[config.mk]
export PLATFORM = sky130hd
export DESIGN_NAME = rcg_refclk_gen
export DESIGN_NICKNAME = d
export VERILOG_FILES = /design/src/rtl/rcg_pkg.sv /design/src/rtl/rcg_div_if.sv /design/src/rtl/rcg_divider.sv /design/src/rtl/rcg_refclk_gen.sv
export SDC_FILE = /design/constraint.sdc
export NUM_CORES = 1
export LEC_CHECK = 0
export BUFFER_PORTS_ARGS = -buffer_cell sky130_fd_sc_hd__buf_2
export CAP_MARGIN = 20
export CELL_PAD_IN_SITES_DETAIL_PLACEMENT = 1
export CELL_PAD_IN_SITES_GLOBAL_PLACEMENT = 2
export CORE_MARGIN = 1
export CORE_UTILIZATION = 25
export CTS_CLUSTER_DIAMETER = 60
export DETAILED_ROUTE_END_ITERATION = 8
export PLACE_DENSITY_LB_ADDON = 0.2
export RECOVER_POWER = 25
export SYNTH_ARGS = -nofsm -noshare
export SYNTH_HDL_FRONTEND = slang
export SYNTH_SLANG_ARGS = --single-unit
[constraint.sdc]
create_clock -name i_ref_clk -period 4.3 [get_ports i_ref_clk]
set_input_delay 0.215 -clock i_ref_clk [delete_from_list [all_inputs] [get_ports i_ref_clk]]
set_output_delay 0.215 -clock i_ref_clk [all_outputs]
set_load 0.05 [all_outputs]
[src/rtl/rcg_pkg.sv]
// constants for the reference clock output generator
// assumes a single 125 MHz register clock and a 32-bit avalon-mm slave port
package rcg_pkg;
	// register byte offsets
	localparam logic [3:0] RCG_OFF_CTRL_LOW  = 4'h0;
	localparam logic [3:0] RCG_OFF_CTRL_HIGH = 4'h4;
	localparam logic [3:0] RCG_OFF_TRIM      = 4'h8;

	// control low fields
	localparam int RCG_BIT_ENABLE      = 15;
	localparam int RCG_BIT_IDLE_STOP   = 13;
	localparam int RCG_BIT_PIN_DRIVE   = 12;
	localparam int RCG_BIT_SLEEP_RUN   = 11;
	localparam int RCG_BIT_SWITCH_REQ  = 9;
	localparam int RCG_BIT_ACTIVE      = 8;
	localparam int RCG_SEL_MSB         = 3;
	localparam int RCG_SEL_LSB         = 0;

	// control high and trim fields
	localparam int RCG_DIV_W           = 15;
	localparam int RCG_DIV_LSB         = 0;
	localparam int RCG_TRIM_W          = 9;
	localparam int RCG_TRIM_LSB        = 7;

	// reset values
	localparam logic [15:0] RCG_RST_CTRL_LOW  = 16'h0000;
	localparam logic [15:0] RCG_RST_CTRL_HIGH = 16'h0000;
	localparam logic [15:0] RCG_RST_TRIM      = 16'h0000;

	// source select codes
	localparam logic [3:0] RCG_SRC_SYSCLK = 4'h0;
	localparam logic [3:0] RCG_SRC_PRIMARY_OSCILLATOR   = 4'h2;
	localparam logic [3:0] RCG_SRC_FRC    = 4'h3;
	localparam logic [3:0] RCG_SRC_LOW_POWER_RC_OSCILLATOR   = 4'h4;
	localparam logic [3:0] RCG_SRC_SECONDARY_OSCILLATOR   = 4'h5;
	localparam logic [3:0] RCG_SRC_PLL    = 4'h6;
	localparam logic [3:0] RCG_SRC_REFIN  = 4'h8;

	// synchronised source lanes
	localparam int RCG_NUM_SRC = 7;
	typedef enum logic [2:0] {
		RCG_LANE_SYS,
		RCG_LANE_PRIMARY_OSCILLATOR,
		RCG_LANE_FRC,
		RCG_LANE_LOW_POWER_RC_OSCILLATOR,
		RCG_LANE_SECONDARY_OSCILLATOR,
		RCG_LANE_PLL,
		RCG_LANE_REFIN
	} rcg_lane_t;
endpackage

[src/rtl/rcg_div_if.sv]
// link between the control block and the divider core
// assumes both ends run on the register clock
interface rcg_div_if
	import rcg_pkg::*;
	();
	logic                  src_edge;
	logic                  src_level;
	logic                  run;
	logic                  load;
	logic [RCG_DIV_W-1:0]  div;
	logic [RCG_TRIM_W-1:0] trim;
	logic                  ack;
	logic                  out;

	modport ctl (output src_edge, src_level, run, load, div, trim, input ack, out);
	modport gen (input src_edge, src_level, run, load, div, trim, output ack, out);
endinterface

[src/rtl/rcg_divider.sv]
// divider core: counts selected source edges into the reference output
// assumes src_edge marks one rising source edge per pulse, on the register clock
module rcg_divider
	import rcg_pkg::*;
	(
	// clock and reset
	input wire logic i_ref_clk,
	input wire logic i_rst_n,
	input wire logic i_clk_en,
	// control side
	rcg_div_if.gen   div_if
	);

	logic [RCG_DIV_W-1:0]  div_reg,   div_next;
	logic [RCG_TRIM_W-1:0] trim_reg,  trim_next;
	logic [RCG_TRIM_W-1:0] acc_reg,   acc_next;
	logic [RCG_DIV_W:0]    cnt_reg,   cnt_next;
	logic                  out_reg,   out_next;
	logic                  ack_reg,   ack_next;
	logic                  carry_reg, carry_next;

	always_comb
	begin
		logic [RCG_TRIM_W:0] sum;
		logic [RCG_DIV_W:0]  half_len;
		logic                boundary;
		sum        = {1'b0, acc_reg} + {1'b0, trim_reg};
		half_len   = {1'b0, div_reg} + {{RCG_DIV_W{1'b0}}, carry_reg};
		boundary   = 1'b0;
		div_next   = div_reg;
		trim_next  = trim_reg;
		acc_next   = acc_reg;
		cnt_next   = cnt_reg;
		out_next   = out_reg;
		ack_next   = 1'b0;
		carry_next = carry_reg;
		// a stopped output finishes its high half first, so no runt pulse
		if (div_reg == '0)
		begin
			// undivided: follow the level, both halves, not just the rise
			out_next = div_if.src_level & (div_if.run | out_reg);
			boundary = div_if.src_edge;
		end
		else if (div_if.src_edge && (div_if.run || out_reg))
		begin
			if (cnt_reg + 1'b1 >= half_len)
			begin
				out_next   = ~out_reg & div_if.run;
				cnt_next   = '0;
				acc_next   = sum[RCG_TRIM_W-1:0];
				carry_next = sum[RCG_TRIM_W];
				boundary   = 1'b1;
			end
			else
				cnt_next = cnt_reg + 1'b1;
		end
		// new ratio only at a half-period edge or while idle
		if (div_if.load && (boundary || (!div_if.run && !out_reg)))
		begin
			div_next   = div_if.div;
			trim_next  = (div_if.div == '0) ? '0 : div_if.trim;
			acc_next   = '0;
			cnt_next   = '0;
			carry_next = 1'b0;
			ack_next   = 1'b1;
		end
	end

	always_ff @(posedge i_ref_clk or negedge i_rst_n)
	begin
		if (!i_rst_n)
		begin
			div_reg   <= '0;
			trim_reg  <= '0;
			acc_reg   <= '0;
			cnt_reg   <= '0;
			out_reg   <= 1'b0;
			ack_reg   <= 1'b0;
			carry_reg <= 1'b0;
		end
		else if (i_clk_en)
		begin
			div_reg   <= div_next;
			trim_reg  <= trim_next;
			acc_reg   <= acc_next;
			cnt_reg   <= cnt_next;
			out_reg   <= out_next;
			ack_reg   <= ack_next;
			carry_reg <= carry_next;
		end
	end

	assign div_if.out = out_reg;
	assign div_if.ack = ack_reg;
endmodule

[src/rtl/rcg_refclk_gen.sv]
// reference clock output generator: registers, source select, power gating, pin
// assumes source clocks are asynchronous and far slower than i_ref_clk
// Behaviour
// - enable bit starts and stops the generator
// - high register bits 14:0 hold divider
// - zero passes through, n divides by 2n
// - nine-bit trim adds fractional period
// - switch request applies values, hardware clears it
// - four-bit select picks the clock source
// - select zero follows the system clock
// - sleep-run bit keeps output during sleep when the selected source runs in sleep; never for select zero
// - pin-drive bit gates clock onto pin
// - active status set while on, clears after disable
// - split routes the pll select code to the system clock lane
// - half-rate system output runs independently
module rcg_refclk_gen
	import rcg_pkg::*;
	(
	// clock, reset, enable
	input  wire logic        i_ref_clk,
	input  wire logic        i_rst_n,
	input  wire logic        i_clk_en,
	// avalon-mm slave
	input  wire logic [3:0]  i_avs_address,
	input  wire logic        i_avs_read,
	input  wire logic        i_avs_write,
	input  wire logic [31:0] i_avs_writedata,
	input  wire logic [3:0]  i_avs_byteenable,
	output logic      [31:0] o_avs_readdata,
	output logic             o_avs_waitrequest,
	// clock sources, asynchronous
	input  wire logic        i_sysclk,
	input  wire logic        i_primary_oscillator,
	input  wire logic        i_fast_rc_oscillator,
	input  wire logic        i_low_power_rc_oscillator,
	input  wire logic        i_secondary_oscillator,
	input  wire logic        i_pll_clk,
	input  wire logic        i_refclk_input_pin,
	// power and configuration, same clock
	input  wire logic        i_idle_mode,
	input  wire logic        i_sleep_mode,
	input  wire logic [6:0]  i_src_runs_in_sleep,
	input  wire logic        i_pll_source_split,
	input  wire logic        i_sysclk_output_config,
	// pins
	output logic             o_refclk_output_pin,
	output logic             o_refclk_output_oe,
	output logic             o_sysclk_half_output,
	output logic             o_pll_primary_excluded
	);

	rcg_div_if div_if ();

	// source synchronisers, one lane per source
	logic [RCG_NUM_SRC-1:0] src_raw;
	logic [RCG_NUM_SRC-1:0] sync1_reg;
	logic [RCG_NUM_SRC-1:0] sync2_reg;
	logic [RCG_NUM_SRC-1:0] sync3_reg;

	assign src_raw[RCG_LANE_SYS]   = i_sysclk;
	assign src_raw[RCG_LANE_PRIMARY_OSCILLATOR]  = i_primary_oscillator;
	assign src_raw[RCG_LANE_FRC]   = i_fast_rc_oscillator;
	assign src_raw[RCG_LANE_LOW_POWER_RC_OSCILLATOR]  = i_low_power_rc_oscillator;
	assign src_raw[RCG_LANE_SECONDARY_OSCILLATOR]  = i_secondary_oscillator;
	assign src_raw[RCG_LANE_PLL]   = i_pll_clk;
	assign src_raw[RCG_LANE_REFIN] = i_refclk_input_pin;

	genvar g;
	generate
		for (g = 0; g < RCG_NUM_SRC; g++)
		begin : g_sync
			always_ff @(posedge i_ref_clk or negedge i_rst_n)
			begin
				if (!i_rst_n)
				begin
					sync1_reg[g] <= 1'b0;
					sync2_reg[g] <= 1'b0;
					sync3_reg[g] <= 1'b0;
				end
				else if (i_clk_en)
				begin
					sync1_reg[g] <= src_raw[g];
					sync2_reg[g] <= sync1_reg[g];
					sync3_reg[g] <= sync2_reg[g];
				end
			end
		end
	endgenerate

	// register state
	logic                  enable_reg,     enable_next;
	logic                  idle_stop_reg,  idle_stop_next;
	logic                  pin_drive_reg,  pin_drive_next;
	logic                  sleep_run_reg,  sleep_run_next;
	logic                  switch_reg,     switch_next;
	logic                  active_reg,     active_next;
	logic [3:0]            sel_reg,        sel_next;
	logic [RCG_DIV_W-1:0]  div_reg,        div_next;
	logic [RCG_TRIM_W-1:0] trim_reg,       trim_next;
	logic [31:0]           rdata_reg,      rdata_next;
	logic                  wait_reg,       wait_next;
	logic                  pin_reg,        pin_next;
	logic                  oe_reg,         oe_next;
	logic                  half_reg,       half_next;
	logic                  excl_reg,       excl_next;

	// bus decode
	logic        req;
	logic        wr_take;
	logic [15:0] ctrl_low_rd;
	logic [15:0] ctrl_high_rd;
	logic [15:0] trim_rd;
	logic [15:0] wmask;
	logic [15:0] ctrl_low_wr;
	logic [15:0] ctrl_high_wr;
	logic [15:0] trim_wr;

	assign req     = i_avs_read | i_avs_write;
	assign wr_take = i_avs_write & ~wait_reg;
	assign wmask   = {{8{i_avs_byteenable[1]}}, {8{i_avs_byteenable[0]}}};

	always_comb
	begin
		ctrl_low_rd = '0;
		ctrl_low_rd[RCG_BIT_ENABLE]     = enable_reg;
		ctrl_low_rd[RCG_BIT_IDLE_STOP]  = idle_stop_reg;
		ctrl_low_rd[RCG_BIT_PIN_DRIVE]  = pin_drive_reg;
		ctrl_low_rd[RCG_BIT_SLEEP_RUN]  = sleep_run_reg;
		ctrl_low_rd[RCG_BIT_SWITCH_REQ] = switch_reg;
		ctrl_low_rd[RCG_BIT_ACTIVE]     = active_reg;
		ctrl_low_rd[RCG_SEL_MSB:RCG_SEL_LSB] = sel_reg;
		ctrl_high_rd = '0;
		ctrl_high_rd[RCG_DIV_LSB +: RCG_DIV_W] = div_reg;
		trim_rd = '0;
		trim_rd[RCG_TRIM_LSB +: RCG_TRIM_W] = trim_reg;
	end

	// byte lanes merge over the current image, so a half write keeps the rest
	always_comb
	begin
		ctrl_low_wr  = (ctrl_low_rd  & ~wmask) | (i_avs_writedata[15:0] & wmask);
		ctrl_high_wr = (ctrl_high_rd & ~wmask) | (i_avs_writedata[15:0] & wmask);
		trim_wr      = (trim_rd      & ~wmask) | (i_avs_writedata[15:0] & wmask);
	end

	// bus handshake: one wait cycle, then the answer cycle
	logic req_seen;
	logic hit_low;
	logic hit_high;
	logic hit_trim;
	assign req_seen = req & wait_reg;
	assign hit_low  = (i_avs_address == RCG_OFF_CTRL_LOW);
	assign hit_high = (i_avs_address == RCG_OFF_CTRL_HIGH);
	assign hit_trim = (i_avs_address == RCG_OFF_TRIM);

	always_comb
	begin
		wait_next  = ~req_seen;
		rdata_next = rdata_reg;
		if (i_avs_read && wait_reg)
		begin
			if (hit_low)
				rdata_next = {16'h0000, ctrl_low_rd};
			else if (hit_high)
				rdata_next = {16'h0000, ctrl_high_rd};
			else if (hit_trim)
				rdata_next = {16'h0000, trim_rd};
			else
				rdata_next = 32'h0000_0000;
		end
	end

	// power gating of the generator
	rcg_lane_t sel_lane;
	logic      src_sleeps_ok;
	logic      sleep_block;
	logic      idle_block;
	logic      run;
	// split passed in, so a config change re-evaluates the lane at once
	assign sel_lane      = lane_of(sel_reg, i_pll_source_split);
	assign src_sleeps_ok = (sel_reg == RCG_SRC_SYSCLK) ? 1'b0 : i_src_runs_in_sleep[sel_lane];
	assign sleep_block   = i_sleep_mode & ~(sleep_run_reg & src_sleeps_ok);
	assign idle_block    = i_idle_mode & idle_stop_reg;
	assign run           = enable_reg & ~sleep_block & ~idle_block;

	// lane for a select code; reserved codes fall through to the system lane
	function automatic rcg_lane_t lane_of(input logic [3:0] code, input logic split);
		unique case (code)
			RCG_SRC_PRIMARY_OSCILLATOR:  lane_of = RCG_LANE_PRIMARY_OSCILLATOR;
			RCG_SRC_FRC:   lane_of = RCG_LANE_FRC;
			RCG_SRC_LOW_POWER_RC_OSCILLATOR:  lane_of = RCG_LANE_LOW_POWER_RC_OSCILLATOR;
			RCG_SRC_SECONDARY_OSCILLATOR:  lane_of = RCG_LANE_SECONDARY_OSCILLATOR;
			RCG_SRC_PLL:   lane_of = split ? RCG_LANE_SYS : RCG_LANE_PLL;
			RCG_SRC_REFIN: lane_of = RCG_LANE_REFIN;
			default:       lane_of = RCG_LANE_SYS;
		endcase
	endfunction

	// source selection; edge taken from the second and third stages only
	logic sel_valid;
	logic sel_level;
	logic sel_edge;
	always_comb
	begin
		unique case (sel_reg)
			RCG_SRC_SYSCLK, RCG_SRC_PRIMARY_OSCILLATOR, RCG_SRC_FRC, RCG_SRC_LOW_POWER_RC_OSCILLATOR,
			RCG_SRC_SECONDARY_OSCILLATOR, RCG_SRC_PLL, RCG_SRC_REFIN: sel_valid = 1'b1;
			default:                                  sel_valid = 1'b0;
		endcase
		sel_level = sel_valid & sync2_reg[sel_lane];
		sel_edge  = sel_valid & sync2_reg[sel_lane] & ~sync3_reg[sel_lane];
	end

	assign div_if.src_edge  = sel_edge;
	assign div_if.src_level = sel_level;
	assign div_if.run       = run;
	assign div_if.load      = switch_reg;
	assign div_if.div       = div_reg;
	assign div_if.trim      = trim_reg;

	rcg_divider u_divider (
		.i_ref_clk (i_ref_clk),
		.i_rst_n   (i_rst_n),
		.i_clk_en  (i_clk_en),
		.div_if    (div_if.gen)
	);

	// register writes and status
	always_comb
	begin
		enable_next    = enable_reg;
		idle_stop_next = idle_stop_reg;
		pin_drive_next = pin_drive_reg;
		sleep_run_next = sleep_run_reg;
		sel_next       = sel_reg;
		div_next       = div_reg;
		trim_next      = trim_reg;
		// hardware clears on completion; a same-cycle software set wins
		switch_next    = switch_reg & ~div_if.ack;
		if (wr_take)
		begin
			unique case (i_avs_address)
				RCG_OFF_CTRL_LOW:
				begin
					enable_next    = ctrl_low_wr[RCG_BIT_ENABLE];
					idle_stop_next = ctrl_low_wr[RCG_BIT_IDLE_STOP];
					pin_drive_next = ctrl_low_wr[RCG_BIT_PIN_DRIVE];
					sleep_run_next = ctrl_low_wr[RCG_BIT_SLEEP_RUN];
					sel_next       = ctrl_low_wr[RCG_SEL_MSB:RCG_SEL_LSB];
					if (ctrl_low_wr[RCG_BIT_SWITCH_REQ])
						switch_next = 1'b1;
				end
				RCG_OFF_CTRL_HIGH: div_next  = ctrl_high_wr[RCG_DIV_LSB +: RCG_DIV_W];
				RCG_OFF_TRIM:      trim_next = trim_wr[RCG_TRIM_LSB +: RCG_TRIM_W];
				default:           ;
			endcase
		end
		// stays set until disabled and the last high half has drained
		active_next = enable_reg | div_if.out;
	end

	// pin side, all registered
	always_comb
	begin
		pin_next  = div_if.out & pin_drive_reg;
		oe_next   = pin_drive_reg;
		half_next = i_sysclk_output_config ? ~half_reg : 1'b0;
		excl_next = ~i_pll_source_split;
	end

	// register group
	always_ff @(posedge i_ref_clk or negedge i_rst_n)
	begin
		if (!i_rst_n)
		begin
			enable_reg    <= RCG_RST_CTRL_LOW[RCG_BIT_ENABLE];
			idle_stop_reg <= RCG_RST_CTRL_LOW[RCG_BIT_IDLE_STOP];
			pin_drive_reg <= RCG_RST_CTRL_LOW[RCG_BIT_PIN_DRIVE];
			sleep_run_reg <= RCG_RST_CTRL_LOW[RCG_BIT_SLEEP_RUN];
			switch_reg    <= RCG_RST_CTRL_LOW[RCG_BIT_SWITCH_REQ];
			active_reg    <= RCG_RST_CTRL_LOW[RCG_BIT_ACTIVE];
			sel_reg       <= RCG_RST_CTRL_LOW[RCG_SEL_MSB:RCG_SEL_LSB];
			div_reg       <= RCG_RST_CTRL_HIGH[RCG_DIV_LSB +: RCG_DIV_W];
			trim_reg      <= RCG_RST_TRIM[RCG_TRIM_LSB +: RCG_TRIM_W];
		end
		else if (i_clk_en)
		begin
			enable_reg    <= enable_next;
			idle_stop_reg <= idle_stop_next;
			pin_drive_reg <= pin_drive_next;
			sleep_run_reg <= sleep_run_next;
			switch_reg    <= switch_next;
			active_reg    <= active_next;
			sel_reg       <= sel_next;
			div_reg       <= div_next;
			trim_reg      <= trim_next;
		end
	end

	// bus group; waitrequest idles high so no answer leaks out of reset
	always_ff @(posedge i_ref_clk or negedge i_rst_n)
	begin
		if (!i_rst_n)
		begin
			rdata_reg <= 32'h0000_0000;
			wait_reg  <= 1'b1;
		end
		else if (i_clk_en)
		begin
			rdata_reg <= rdata_next;
			wait_reg  <= wait_next;
		end
	end

	// pin group
	always_ff @(posedge i_ref_clk or negedge i_rst_n)
	begin
		if (!i_rst_n)
		begin
			pin_reg  <= 1'b0;
			oe_reg   <= 1'b0;
			half_reg <= 1'b0;
			excl_reg <= 1'b0;
		end
		else if (i_clk_en)
		begin
			pin_reg  <= pin_next;
			oe_reg   <= oe_next;
			half_reg <= half_next;
			excl_reg <= excl_next;
		end
	end

	assign o_avs_readdata         = rdata_reg;
	assign o_avs_waitrequest      = wait_reg;
	assign o_refclk_output_pin    = pin_reg;
	assign o_refclk_output_oe     = oe_reg;
	assign o_sysclk_half_output   = half_reg;
	assign o_pll_primary_excluded = excl_reg;
endmodule

# Yosys cells after proc, flatten, opt, wreduce, memory -nomap -nowiden
# Cells that the tools add are included.
# totals
ff_bits,144
inputBits,63
output_inout_bits,37
wordCells,153
# classes
addsub,3
order_cmp,2
eq_ne,9
n_mux,37
bitwise,34
n_reduce_logical,25
# op_table
operator,n
16-bit two-way mux,7
16-bit AND,3
9-bit two-way mux,5
16-bit bitwise OR,2
15-bit logical NOT,2
1-bit two-way mux,20
3-bit one-hot mux with 6 select lines,1
15-bit by 1-bit adder with 16-bit output,1
16-bit by 1-bit adder with 16-bit output (second input constant),1
4-bit by 3-bit == test with 1-bit output (second input constant),4
16-bit >= comparator,1
16-bit inverter,1
15-bit AND,1
15-bit bitwise OR,1
3-bit AND reduction,5
1-bit AND,13
9-bit by 9-bit adder with 10-bit output,1
1-bit inverter,10
1-bit binary-select mux with 3-bit select,3
4-bit by 2-bit == test with 1-bit output (second input constant),2
4-bit == test (second input constant),2
4-bit logical NOT,2
2-bit nonzero test,4
7-bit OR reduction,1
other kinds (9),17

# Longest topological paths before layout
# Gate-level depths: netlist (run 1).
# depth
ltp_word,19
mapped_depth,17
depth_no_buf,16

# Modules after synthesis
# Synthesis (run 1) repeated with hierarchy kept, for this count alone.
# hier_totals
cells_unflattened,683
area_unflattened_um2,7302.0
# modules_own_cells
mod,n_inst,cells_per_inst,area_per_inst_um2,seq_area_each_um2
rcg_refclk_gen,1,333,3852.4,1903.1
rcg_divider,1,350,3449.6,1301.2

# Worst setup path after synthesis (run 1)
# No wires, ideal clock.
# synth_timing
path_type,reg-to-reg
startpoint,register u_divider.div_reg[6]
endpoint,register u_divider.div_reg[10]
setup_time_ns,0.125
arrival_time_ns,3.824
t_required_ns,4.175
setup_slack_ns,0.351
stages_incl_launch_ff,17
n_path_buf,2
synth_period_minus_slack_ns,3.949
path_cell_list,dfrtp_1 > clkbuf_1 > nand4_1 > or2_2 > nor3_1 > nand3_1 > xor2_1 > ha_1 > a21oi_1 > o21ai_0 > a2111oi_0 > o211ai_1 > nand2_1 > a21oi_1 > o211ai_2 > buf_2 > mux2_2
# synth_between
elab_chain_len,8
word_cells_on_any_way,9
cone_classes,add/sub (1); order compare (1); mux (3); reduce/logical (4)
# synth_lines
element,line_no,source
start: declaration,rcg_divider.sv:14,"logic [RCG_DIV_W-1:0] div_reg, div_next;"
start signal: assignment,rcg_divider.sv:83,div_reg <= div_next;
15-bit by 1-bit adder with 16-bit output,rcg_divider.sv:28,"half_len = {1'b0, div_reg} + {{RCG_DIV_W{1'b0}}, carry_reg};"
16-bit >= comparator,rcg_divider.sv:46,if (cnt_reg + 1'b1 >= half_len)
1-bit two-way mux,rcg_divider.sv:46,
1-bit two-way mux,rcg_divider.sv:44,else if (div_if.src_edge && (div_if.run || out_reg))
1-bit two-way mux (*),rcg_divider.sv:38,if (div_reg == '0)
1-bit logical OR (*),rcg_divider.sv:58,if (div_if.load && (boundary || (!div_if.run && !out_reg)))
1-bit logical AND (*),rcg_divider.sv:58,
2-bit AND reduction (no source line) (*),-,
# Mark *: on every way between the ends. The rest lies on a longest branch, timed or not.
# A chain may end at the register's enable or synchronous reset.

# Final worst setup path (run 1)
# layout_timing
startpoint,register u_divider.carry_reg
endpoint,register u_divider.acc_reg[7]
# layout_between
elab_chain_len,9
word_cells_on_any_way,12
cone_classes,add/sub (1); order compare (1); eq/ne (1); mux (4); reduce/logical (5)
# layout_lines
element,line_no,source
start: declaration,rcg_divider.sv:20,"logic carry_reg, carry_next;"
start signal: assignment,rcg_divider.sv:89,carry_reg <= carry_next;
15-bit by 1-bit adder with 16-bit output (*),rcg_divider.sv:28,
16-bit >= comparator (*),rcg_divider.sv:46,
1-bit two-way mux,rcg_divider.sv:46,
1-bit two-way mux,rcg_divider.sv:44,
1-bit two-way mux,rcg_divider.sv:38,
1-bit logical OR,rcg_divider.sv:58,
1-bit logical AND,rcg_divider.sv:58,
2-bit != test (no source line) or 2-bit nonzero test (tied branches),-,
4-bit AND reduction (no source line),-,
end signal: assignment,rcg_divider.sv:85,acc_reg <= acc_next;
end: declaration,rcg_divider.sv:16,"logic [RCG_TRIM_W-1:0] acc_reg, acc_next;"
# Marks and branches as above.

==> impl_metrics.env, run 1 <==
export IMPL_post_synth_instance_area_sq_um=7180
export IMPL_dpl_hpwl_um=14900
export IMPL_r2r_start="u_divider.carry_reg"
export IMPL_worst_hold_path_ep="sync1_reg[3]"
export IMPL_antenna_left=0
export IMPL_number_of_stages_on_the_worst_hold_path=2
export IMPL_final_max_slew_viol_count=138
export IMPL_drt_total_wl_um=20000
export IMPL_numnets_final=848
export IMPL_ys_ff_latch=128
export IMPL_ff2ff_setup_slack_ps=350
export IMPL_insertedDiodeCount=0
export IMPL_drive_above_1_share_pct=26.7
export IMPL_clock_root_buffer="clkbuf_16"
export IMPL_multiplexer_share_of_the_synthesized_area_pct=13.8
export IMPL_place_congestion=0.795
export IMPL_worstHoldPathType="in -> reg"
export IMPL_worstReg2RegEnd="u_divider.acc_reg[7]"
export IMPL_dr_total_vias=5429
export IMPL_first_global_vias=5801
export IMPL_clock_skew_final_ps=12.6
export IMPL_crit_type="reg -> reg"
export IMPL_worst_endpoint_required_ps=4600
export IMPL_drt_iter0_markers=202
export IMPL_ctsHtreeMaxLevel=4
export IMPL_flow_area_growth_from_synthesis_pct=19.1
export IMPL_reg2reg_depth=17
export IMPL_timing_final_hold_violations=0
export IMPL_worstSetupEndpointType="flip-flop"
export IMPL_grt_start_max_net_pins=95
export IMPL_antenna_found_initial=0
export IMPL_timing_worst_slew_pin_value_ps=2570
export IMPL_crit_path_start_kind="flip-flop"
export IMPL_viasPerCell=4.74
export IMPL_critical_path_max_fanout=10
export IMPL_synth_top_cell_by_area="dfrtp_1"
export IMPL_floorplan_core_area_sq_um=28000
export IMPL_max_cap_violations=2
export IMPL_firstDrtPassIters=4
export IMPL_max_rail_drop_vdd_mv=0.187
export IMPL_synth_area_per_cell_sq_um=10.6
export IMPL_top_level_ports=100
export IMPL_report_final_setup_viol=0
export IMPL_count_of_flip_flops_with_a_built_in_enable_after_synthesis=0
export IMPL_yosys_most_used_dff="dfrtp_1"
export IMPL_outcome="finished, violations left"
export IMPL_io_buffer_count=65
export IMPL_synth_cell_type_count=67
export IMPL_rsz0062_at_grt="no"
export IMPL_synthAdderAreaFrac_pct=5.16
export IMPL_postLayoutCoreUtil_pct=30.5
export IMPL_post_synthesis_share_of_cell_area_spent_on_xor_and_xnor_gates_pct=3.77
export IMPL_clock_tree_from_tritoncts="built"
export IMPL_initial_core_utilization_pct=25.6
export IMPL_floorplan_rows=61
export IMPL_synthCells=679
export IMPL_synth_compound_area_share_pct=13.6
export IMPL_failing_checks="max-capacitance violations, max-slew violations"
export IMPL_cellLeakagePower_nw=4.08
export IMPL_die_area_sq_um=29400
export IMPL_min_delay_start="i_low_power_rc_oscillator"
export IMPL_die_height_um=171
export IMPL_synthTopCellsByArea="dfrtp_1 (44%), mux2_2 (11%), ha_1 (4.9%), nand2_1 (4.0%), mux2i_1 (2.9%)"
export IMPL_clkLatencyLatePin_ps=430
export IMPL_power_density_cells_nw_per_um2=432
export IMPL_wire_per_inst_um=17.4
export IMPL_cts_clk_slew_worst_paths_ps=60
export IMPL_slew_headroom_pct=-71.3
export IMPL_whs_ps=21.9
export IMPL_clock_sink_count=128
export IMPL_fmax_mhz=253
export IMPL_synth_top_family_by_area="multiplexers"
export IMPL_finalCriticalPeriod_ps=3950
export IMPL_layout_worst_path_cycle_share_pct=91.9
export IMPL_post_synth_and_or_nand_nor_area_fraction_pct=13.7
export IMPL_dieWidth_um=171
export IMPL_synthDominantCellAreaShare_pct=44.3
export IMPL_ys_async_sr_fraction_pct=100
export IMPL_ctsLongestPathBuffers=2
export IMPL_numCtsBuffers=17
export IMPL_global_route_usage_total_pct=14.6
export IMPL_drcViolationCount=0
export IMPL_final_setup_tns_ps=0
export IMPL_worstPathArrival_ps=4260
export IMPL_ys_seq_area_share_pct=44.6
export IMPL_grt_first_pass_wirelength_um=32600
export IMPL_ys_warn_count=0
export IMPL_global_route_overflow_total=0
[logic make-up (layout without fill, tap and decap cells)]
kind of cell / after synthesis / count (layout)
other: 1 / 16
adders and majority gates: 29 / 29
xor gates and xnor gates: 30 / 30
AOI/OAI and AO/OA: 137 / 137
buffers and inverters: 65 / 139
and+or+nand+nor: 199 / 199
muxes: 90 / 90
DFF: 128 / 128
[worst max path at each step]
stage	from	endpoint	cells after the start
6_report	u_divider.carry_reg	u_divider.acc_reg[7]	17
5_1_grt	u_divider.carry_reg	u_divider.acc_reg[6]	17
4_1_cts	u_divider.carry_reg	u_divider.acc_reg[7]	17
3_5_place_dp	u_divider.carry_reg	u_divider.acc_reg[7]	17
3_3_place_gp	u_divider.carry_reg	u_divider.carry_reg	17
2_1_floorplan	u_divider.div_reg[6]	u_divider.div_reg[10]	16
[cells in the mapped netlist, drive strengths merged, types with 2 or more instances]
master	n
mux2	69
nand4	9
dfrtp	127
xnor2	15
ha	28
nand2b	3
or2	10
o32a	3
a21o	8
nor4b	2
nand2	76
nand3	19
nor2b	10
or4	2
a31o	2
o41ai	4
or3	3
nor2	30
inv	20
xor2	15
a21oi	19
a31oi	3
and3	9
a211oi	5
clkbuf	14
a22o	22
o211ai	9
a2111oi	2
a22oi	4
a41oi	2
mux2i	21
o21ai	37
and2	3
nor4	7
buf	31
a32o	2
nor3b	4
nor3	6
and3b	2
o21a	4
[per-stage QoR]
stage                     power, mW  cells  setup WS, ps  cell area [sq um]
after detailed placement       2.20   1113           195               7920
after global routing           3.89   1146          21.6               8550
final                          3.69   1146           347               8550
after global placement         2.16   1113           325               7920
after CTS                      3.75   1145           187               8540
after floorplan                1.95    694           351               7230
[per-layer routing]
metal | up-vias | routed length (um) | global-route usage, %
met4 | 0 | 246 | 4.35
met3 | 20 | 420 | 2.44
li1 | 2583 | - | -
met1 | 2751 | 9590 | 19.3
met2 | 75 | 9740 | 24.4
met5 | - | 0 | 0
[area by class of cell]
class                           instances  area [sq um]
Fill cell                            3188         19500
Inverter                               20          75.1
Tap cell                              378           473
Multi-Input combinational cell        501          3660
Clock buffer                           18           429
Clock inverter                         13           181
Sequential cell                       128          3200
Timing Repair Buffer                   88           519
[cell usage in the layout (no fill, tap or decap), types with 4 or more instances in the layout]
cell type / n
dfrtp_1: 127
nand2_1: 75
mux2_2: 69
buf_2: 62
o21ai_0: 34
nor2_1: 28
ha_1: 28
a22o_1: 22
mux2i_1: 21
inv_1: 20
a21oi_1: 19
buf_4: 19
nand3_1: 18
clkbuf_16: 17
conb_1: 16
xor2_1: 15
xnor2_1: 14
or2_2: 10
nor2b_1: 10
nand4_1: 9
and3_1: 9
o211ai_1: 8
a21o_1: 8
nor4_1: 7
nor3_1: 6
a211oi_1: 5
clkinv_4: 5
o21a_1: 4
nor3b_1: 4
o41ai_1: 4
a22oi_1: 4
clkbuf_1: 4
[repair_timing]
item / CTS / global route
buffers inserted: 0 / 1
resized for setup: 0 / 6
endpoints found under the setup margin: 0 / 51
hold buffers: 1 / 0
endpoints found under the hold margin: 93 / 0
[power breakdown]
part | internal [mW] | switching, mW
registers | 1.33 | 0.130
clock network | 0.924 | 0.600
logic | 0.296 | 0.415
[critical path, cell delays in order, from the launching register on]
cell and delay [ps]:
dfrtp_1 390, ha_1 200, ha_1 210, nand2_1 70, or2_2 330, nor2_1 160
nand2_1 80, xor2_1 150, ha_1 290, nand2_1 50, o21ai_1 200, a2111oi_2 80
buf_4 140, a21oi_1 210, nand2_2 120, or4_1 540, a21bo_2 320, a22o_1 270
(Power assumes the default switching activity.)
==> inputs of run 2 (changes only) <==
==> constraint.sdc (replaced) <==
create_clock -name i_ref_clk -period 4.3 [get_ports i_ref_clk]
set_input_delay 0.86 -clock i_ref_clk [delete_from_list [all_inputs] [get_ports i_ref_clk]]
set_output_delay 0.86 -clock i_ref_clk [all_outputs]
set_load 0.02 [all_outputs]
==> run 2 against run 1 <==
The run still ends with max-capacitance violations, max-slew violations left. Combinational power decreased by 3.0%. Fmax fell by 0.48%. Register-to-register slack lost 20 ps. Sequential cell count unchanged. Die area unchanged. Non-clock buffer count grew 1. Clock power hardly changed. Core utilization grew 0.085 points. Cell count hardly changed. Hold slack improved by 450 ps. Design area grew 0.28%. Critical path type unchanged.
==> impl_metrics.env, run 2 (synthesis gave the netlist of run 1 again) <==
export IMPL_max_cap_violations=1
export IMPL_wl_met3_um=602
export IMPL_dpl_hpwl_um=15100
export IMPL_wire_per_inst_um=17.4
export IMPL_timing_final_hold_violations=0
export IMPL_place_congestion=0.774
export IMPL_rsz0062_at_grt="no"
export IMPL_antenna_left=0
export IMPL_highest_signal_layer="met4"
export IMPL_slew_headroom_pct=-79.7
export IMPL_numCtsBuffers=17
export IMPL_power_density_cells_nw_per_um2=425
export IMPL_drcViolationCount=0
export IMPL_die_height_um=171
export IMPL_drive_above_1_share_pct=27.6
export IMPL_critical_path_max_fanout=10
export IMPL_numnets_final=849
export IMPL_final_cell_area_sq_um=8570
export IMPL_insertedDiodeCount=0
export IMPL_firstDrtPassIters=4
export IMPL_layout_worst_path_cycle_share_pct=92.4
export IMPL_whs_ps=475
export IMPL_worstHoldPathType="reg -> reg"
export IMPL_drt_total_wl_um=20000
export IMPL_first_global_vias=5811
export IMPL_fmax_mhz=252
export IMPL_max_rail_drop_vdd_mv=0.219
export IMPL_cellLeakagePower_nw=4.09
export IMPL_met1Wirelength_um=9310
export IMPL_outcome="finished, violations left"
export IMPL_commonest_cells_after_routing_fill_and_taps_aside="dfrtp_1 (127), nand2_1 (75), mux2_2 (69)"
export IMPL_finalCriticalPeriod_ps=3970
export IMPL_ctsHtreeMaxLevel=4
export IMPL_worst_endpoint_required_ps=4590
export IMPL_drt_iter0_markers=270
export IMPL_crit_path_max_incr_delay_ps=530
export IMPL_final_max_slew_viol_count=104
export IMPL_final_setup_tns_ps=0
export IMPL_slowest_stage="or4_1"
export IMPL_io_buffer_count=65
export IMPL_clock_sink_count=128
export IMPL_crit_type="reg -> reg"
export IMPL_cts_clk_slew_worst_paths_ps=70
export IMPL_clock_root_buffer="clkbuf_16"
export IMPL_dieWidth_um=171
export IMPL_top_level_ports=100
export IMPL_global_route_overflow_total=0
export IMPL_grt_first_pass_wirelength_um=32900
export IMPL_failing_checks="max-capacitance violations, max-slew violations"
export IMPL_final_common_cell="dfrtp_1"
export IMPL_placed_area_sq_um=7950
export IMPL_worst_path_cell_chain="ha_1 > ha_1 > nand2_1 > or2_2 > nor2_1 > nand2_1 > xor2_1 > ha_1 > nand2_1 > o21ai_1 > a2111oi_2 > buf_4 > a21oi_2 > nand2_2 > or4_1 > a21bo_2 > a22o_1"
export IMPL_die_area_sq_um=29400
export IMPL_grt_start_max_net_pins=104
export IMPL_dr_total_vias=5438
export IMPL_floorplan_core_area_sq_um=28000
export IMPL_clock_skew_final_ps=14.3
export IMPL_flow_area_growth_from_synthesis_pct=19.4
export IMPL_worstPathArrival_ps=4270
export IMPL_report_final_setup_viol=0
export IMPL_ctsLongestPathBuffers=2
export IMPL_worstSetupEndpointType="flip-flop"
export IMPL_dr_wl_met2_um=9990
export IMPL_antenna_found_initial=0
export IMPL_clkLatencyLatePin_ps=420
export IMPL_global_route_usage_total_pct=14.6
export IMPL_initial_core_utilization_pct=25.6
export IMPL_viasPerCell=4.74
export IMPL_floorplan_rows=61
export IMPL_post_cts_setup_repair_buffer_count=0
export IMPL_clock_tree_from_tritoncts="built"
export IMPL_ff2ff_setup_slack_ps=330
export IMPL_timing_worst_slew_pin_value_ps=2700
export IMPL_crit_path_start_kind="flip-flop"
## run 2: changes by cell type in the layout (fill, tap and decap cells not counted), sizes merged
cell and delta:
clkinv -2, clkbuf -3, buf +4, dlygate4sd3 -1, clkinvlp +3
## run 2: worst max-delay path: cells and delay by family (launching register included)
kind / cells / cell delay (ps)
AND/OR/NAND/NOR: 7 / 1330
AO/OA/AOI/OAI: 5 / 1100
adder cells (fa/ha/maj): 3 / 700
flip-flops: 1 / 410
XOR/XNOR: 1 / 150
buffers and inverters: 1 / 150
## run 2: cell type report
class                           instances  area, sq um
Fill cell                            3190        19400
Clock buffer                           17          425
Sequential cell                       128         3200
Multi-Input combinational cell        501         3670
Clock inverter                         14          180
Tap cell                              378          473
Timing Repair Buffer                   89          542
Inverter                               20         75.1
## run 2: path summary, 6_finish.rpt
path / cells after the start / to / start
hold / removal: 1 / o_sysclk_half_output / o_sysclk_half_output
min in group asynchronous: 1 / u_divider.cnt_reg[9] / i_rst_n
max in group asynchronous: 1 / asynchronous set/reset pin / i_rst_n
setup reg to reg: 17 / u_divider.acc_reg[3] / u_divider.carry_reg
setup / recovery: 17 / u_divider.acc_reg[3] / u_divider.carry_reg
hold reg to reg: 1 / o_sysclk_half_output / o_sysclk_half_output
## run 2: routing by layer
metal / GRT usage, % / vias to the layer above
met3: 2.60 / 8
met5: 0 / -
met4: 3.57 / 0
met2: 24.4 / 83
met1: 19.5 / 2760
li1: - / 2587
## run 2: metrics by stage
stage | utilization [%] | total power [mW] | worst slack, ps | std cells
after global placement | 28.4 | 2.14 | 217 | 1116
after global routing | 30.6 | 3.85 | 30.0 | 1147
after detailed placement | 28.4 | 2.17 | 74.3 | 1116
final | 30.6 | 3.64 | 328 | 1147
after CTS | 30.5 | 3.71 | 56.2 | 1147
after floorplan | - | 1.91 | 351 | 694
## run 2: power breakdown
part,internal (mW),switching (mW),total (mW)
sequential,1.33,0.126,1.45
combinational,0.307,0.383,0.690
clock,0.918,0.580,1.50
## run 2: timing repair
item                       CTS  global route
setup endpoints to repair    0            51
hold buffers                 0             0
gates resized for setup      0             8
==> inputs of run 3 (changes only) <==
--- a/config.mk
+++ b/config.mk
@@ -5,7 +5,7 @@
 export SDC_FILE = /design/constraint.sdc
 export NUM_CORES = 1
 export LEC_CHECK = 0
-export BUFFER_PORTS_ARGS = -buffer_cell sky130_fd_sc_hd__buf_2
+export BUFFER_PORTS_ARGS = -buffer_cell sky130_fd_sc_hd__buf_4
 export CAP_MARGIN = 20
 export CELL_PAD_IN_SITES_DETAIL_PLACEMENT = 1
 export CELL_PAD_IN_SITES_GLOBAL_PLACEMENT = 2
==> run 3 against run 2 <==
The flow still finishes with violations (max-capacitance violations, max-slew violations). Combinational power grew 3%. Clock skew shrank 3.3 ps. Clock power is essentially flat. Cell count grew 0.35%. Sequential share of layout area shrank 0.72 points. Critical path depth is the same. Core utilization grew 0.60 points. Wire length shrank 1.6%. Via count shrank 0.28%. Count of clock-buffer cells in the layout grew 1. Hold slack gained 12 ps. Critical path type unchanged. Largest cell class unchanged. Highest routed layer unchanged.
==> impl_metrics.env, run 3 (synthesis gave the netlist of run 1 again) <==
export IMPL_worst_endpoint_required_ps=4610
export IMPL_crit_type="reg -> reg"
export IMPL_worstSetupEndpointType="flip-flop"
export IMPL_top_level_ports=100
export IMPL_floorplan_rows=61
export IMPL_startpoint="u_divider.carry_reg"
export IMPL_grt_start_max_net_pins=100
export IMPL_dieWidth_um=171
export IMPL_worstReg2RegEnd="u_divider.acc_reg[8]"
export IMPL_drive_above_1_share_pct=27.8
export IMPL_clkLatencyLatePin_ps=420
export IMPL_die_area_sq_um=29400
export IMPL_numCtsBuffers=17
export IMPL_flow_area_growth_from_synthesis_pct=21.7
export IMPL_finalCriticalPeriod_ps=3970
export IMPL_place_congestion=0.774
export IMPL_insertedDiodeCount=0
export IMPL_ctsHtreeMaxLevel=4
export IMPL_drt_iter0_markers=222
export IMPL_power_switching_fraction_pct=30.6
export IMPL_die_height_um=171
export IMPL_seqPwrFrac_pct=39.8
export IMPL_global_route_overflow_total=0
export IMPL_outcome="finished, violations left"
export IMPL_clock_tree_from_tritoncts="built"
export IMPL_max_cap_violations=1
export IMPL_power_net_switching_mw=1.12
export IMPL_reg2reg_depth=17
export IMPL_timing_final_hold_violations=0
export IMPL_initial_core_utilization_pct=25.6
export IMPL_ctsLongestPathBuffers=2
export IMPL_global_route_usage_total_pct=14.5
export IMPL_worst_setup_path_endpoint="u_divider.acc_reg[8]"
export IMPL_clock_sink_count=128
export IMPL_clock_root_buffer="clkbuf_16"
export IMPL_worst_path_cell_chain="ha_1 > ha_1 > nand2_1 > or2_2 > nor2_1 > nand2_1 > xor2_1 > ha_1 > nand2_1 > o21ai_1 > a2111oi_2 > buf_4 > a21oi_1 > nand2_2 > or4_1 > a21bo_2 > a22o_1"
export IMPL_worstHoldPathType="reg -> reg"
export IMPL_cts_clk_slew_worst_paths_ps=60
export IMPL_post_cts_setup_repair_buffer_count=0
export IMPL_slew_headroom_pct=-77.5
export IMPL_final_max_slew_viol_count=100
export IMPL_crit_path_max_incr_delay_ps=530
export IMPL_grt_first_pass_wirelength_um=32700
export IMPL_drcViolationCount=0
export IMPL_critical_path_max_fanout=10
export IMPL_numnets_final=852
export IMPL_timing_worst_slew_pin_value_ps=2660
export IMPL_floorplan_core_area_sq_um=28000
export IMPL_power_mw=3.65
export IMPL_wire_per_inst_um=17.1
export IMPL_dpl_hpwl_um=14800
export IMPL_fmax_mhz=252
export IMPL_viasPerCell=4.71
export IMPL_report_final_setup_viol=0
export IMPL_layout_worst_path_cycle_share_pct=92.3
export IMPL_failing_checks="max-capacitance violations, max-slew violations"
export IMPL_antenna_found_initial=0
export IMPL_first_global_vias=5888
export IMPL_p_clk_share_pct=40.8
export IMPL_max_rail_drop_vdd_mv=0.199
export IMPL_commonest_cells_after_routing_fill_and_taps_aside="dfrtp_1 (127), buf_4 (87), nand2_1 (75)"
export IMPL_power_internal_mw=2.53
export IMPL_antenna_left=0
export IMPL_slowest_stage="or4_1"
export IMPL_clock_skew_final_ps=11.0
export IMPL_crit_path_start_kind="flip-flop"
export IMPL_comb_power_share_pct=19.4
export IMPL_worstPathArrival_ps=4280
export IMPL_ff2ff_setup_slack_ps=330
export IMPL_io_buffer_count=65
export IMPL_cellLeakagePower_nw=4.13
export IMPL_postLayoutCoreUtil_pct=31.2
export IMPL_drt_total_wl_um=19700
export IMPL_final_common_cell="dfrtp_1"
export IMPL_power_density_cells_nw_per_um2=417
export IMPL_firstDrtPassIters=4
export IMPL_dr_total_vias=5423
export IMPL_r2r_start="u_divider.carry_reg"
-- run 3: cell count changes in the layout (fill, tap and decap cells not counted), sizes merged --
cell    previous run  this run
bufinv             3         2
clkinv             3         4
buf               87        90
clkbuf            19        20
-- run 3: what timing repair did --
action,CTS,global route
resized for setup,0,7
hold buffers,0,0
setup endpoints to repair,0,43
endpoints found under the hold margin,0,0
-- run 3: power groups by stage --
| stage | clock [mW] | sequential [mW] | combinational [mW] |
|---|---|---|---|
| global route | 1.58 | 1.47 | 0.800 |
| finish | 1.49 | 1.45 | 0.708 |
| detailed placement | 0 | 1.48 | 0.713 |
| CTS | 1.53 | 1.45 | 0.717 |
| floorplan | 0 | 1.43 | 0.488 |
| global placement | 0 | 1.47 | 0.687 |
-- run 3: layout make-up --
class / count / area (sq um)
clock inverter: 14 / 158
timing repair buffer: 92 / 722
tap: 378 / 473
fill: 3159 / 19300
clock buffer: 18 / 439
inverter: 20 / 75.1
sequential: 128 / 3200
multi-input combinational: 501 / 3670
-- run 3: stage by stage --
step	setup TNS (ps)	instance area (sq um)	instances	setup slack, ps	hold slack (ps)
after detailed placement	0	8130	1119	96.6	476
final	0	8740	1151	329	488
after CTS	0	8730	1151	69.6	490
after global placement	0	8130	1119	239	466
after global routing	-0.819	8740	1151	-0.819	512
after floorplan	0	7230	694	351	449
-- run 3: worst min-delay path by stage --
| stage | startpoint | to | slack [ps] | depth (start not counted) |
|---|---|---|---|---|
| final | o_avs_readdata[7] | o_avs_readdata[7] | 490 | 2 |
| after global routing | o_avs_readdata[15] | o_avs_readdata[15] | 510 | 2 |
| after CTS | o_avs_readdata[5] | o_avs_readdata[5] | 490 | 2 |
| after detailed placement | o_avs_readdata[5] | o_avs_readdata[5] | 480 | 2 |
| after global placement | sync1_reg[2] | sync2_reg[2] | 470 | 2 |
| after floorplan | sync1_reg[0] | sync2_reg[0] | 450 | 2 |
-- run 3: worst max-delay path: cells and delay by family (launching register included) --
kind / cells / cell delay [ps]
flops: 1 / 390
buf+inv: 1 / 150
xor+xnor: 1 / 150
simple gates: 7 / 1330
fa+ha+maj: 3 / 700
compound gates: 5 / 1120
-- run 3: routing by layer --
metal	part of all wire, %	global-route usage [%]
met5	0	0
met4	1.6	4.93
met3	2.1	2.23
met1	48	19.5
met2	48	23.6
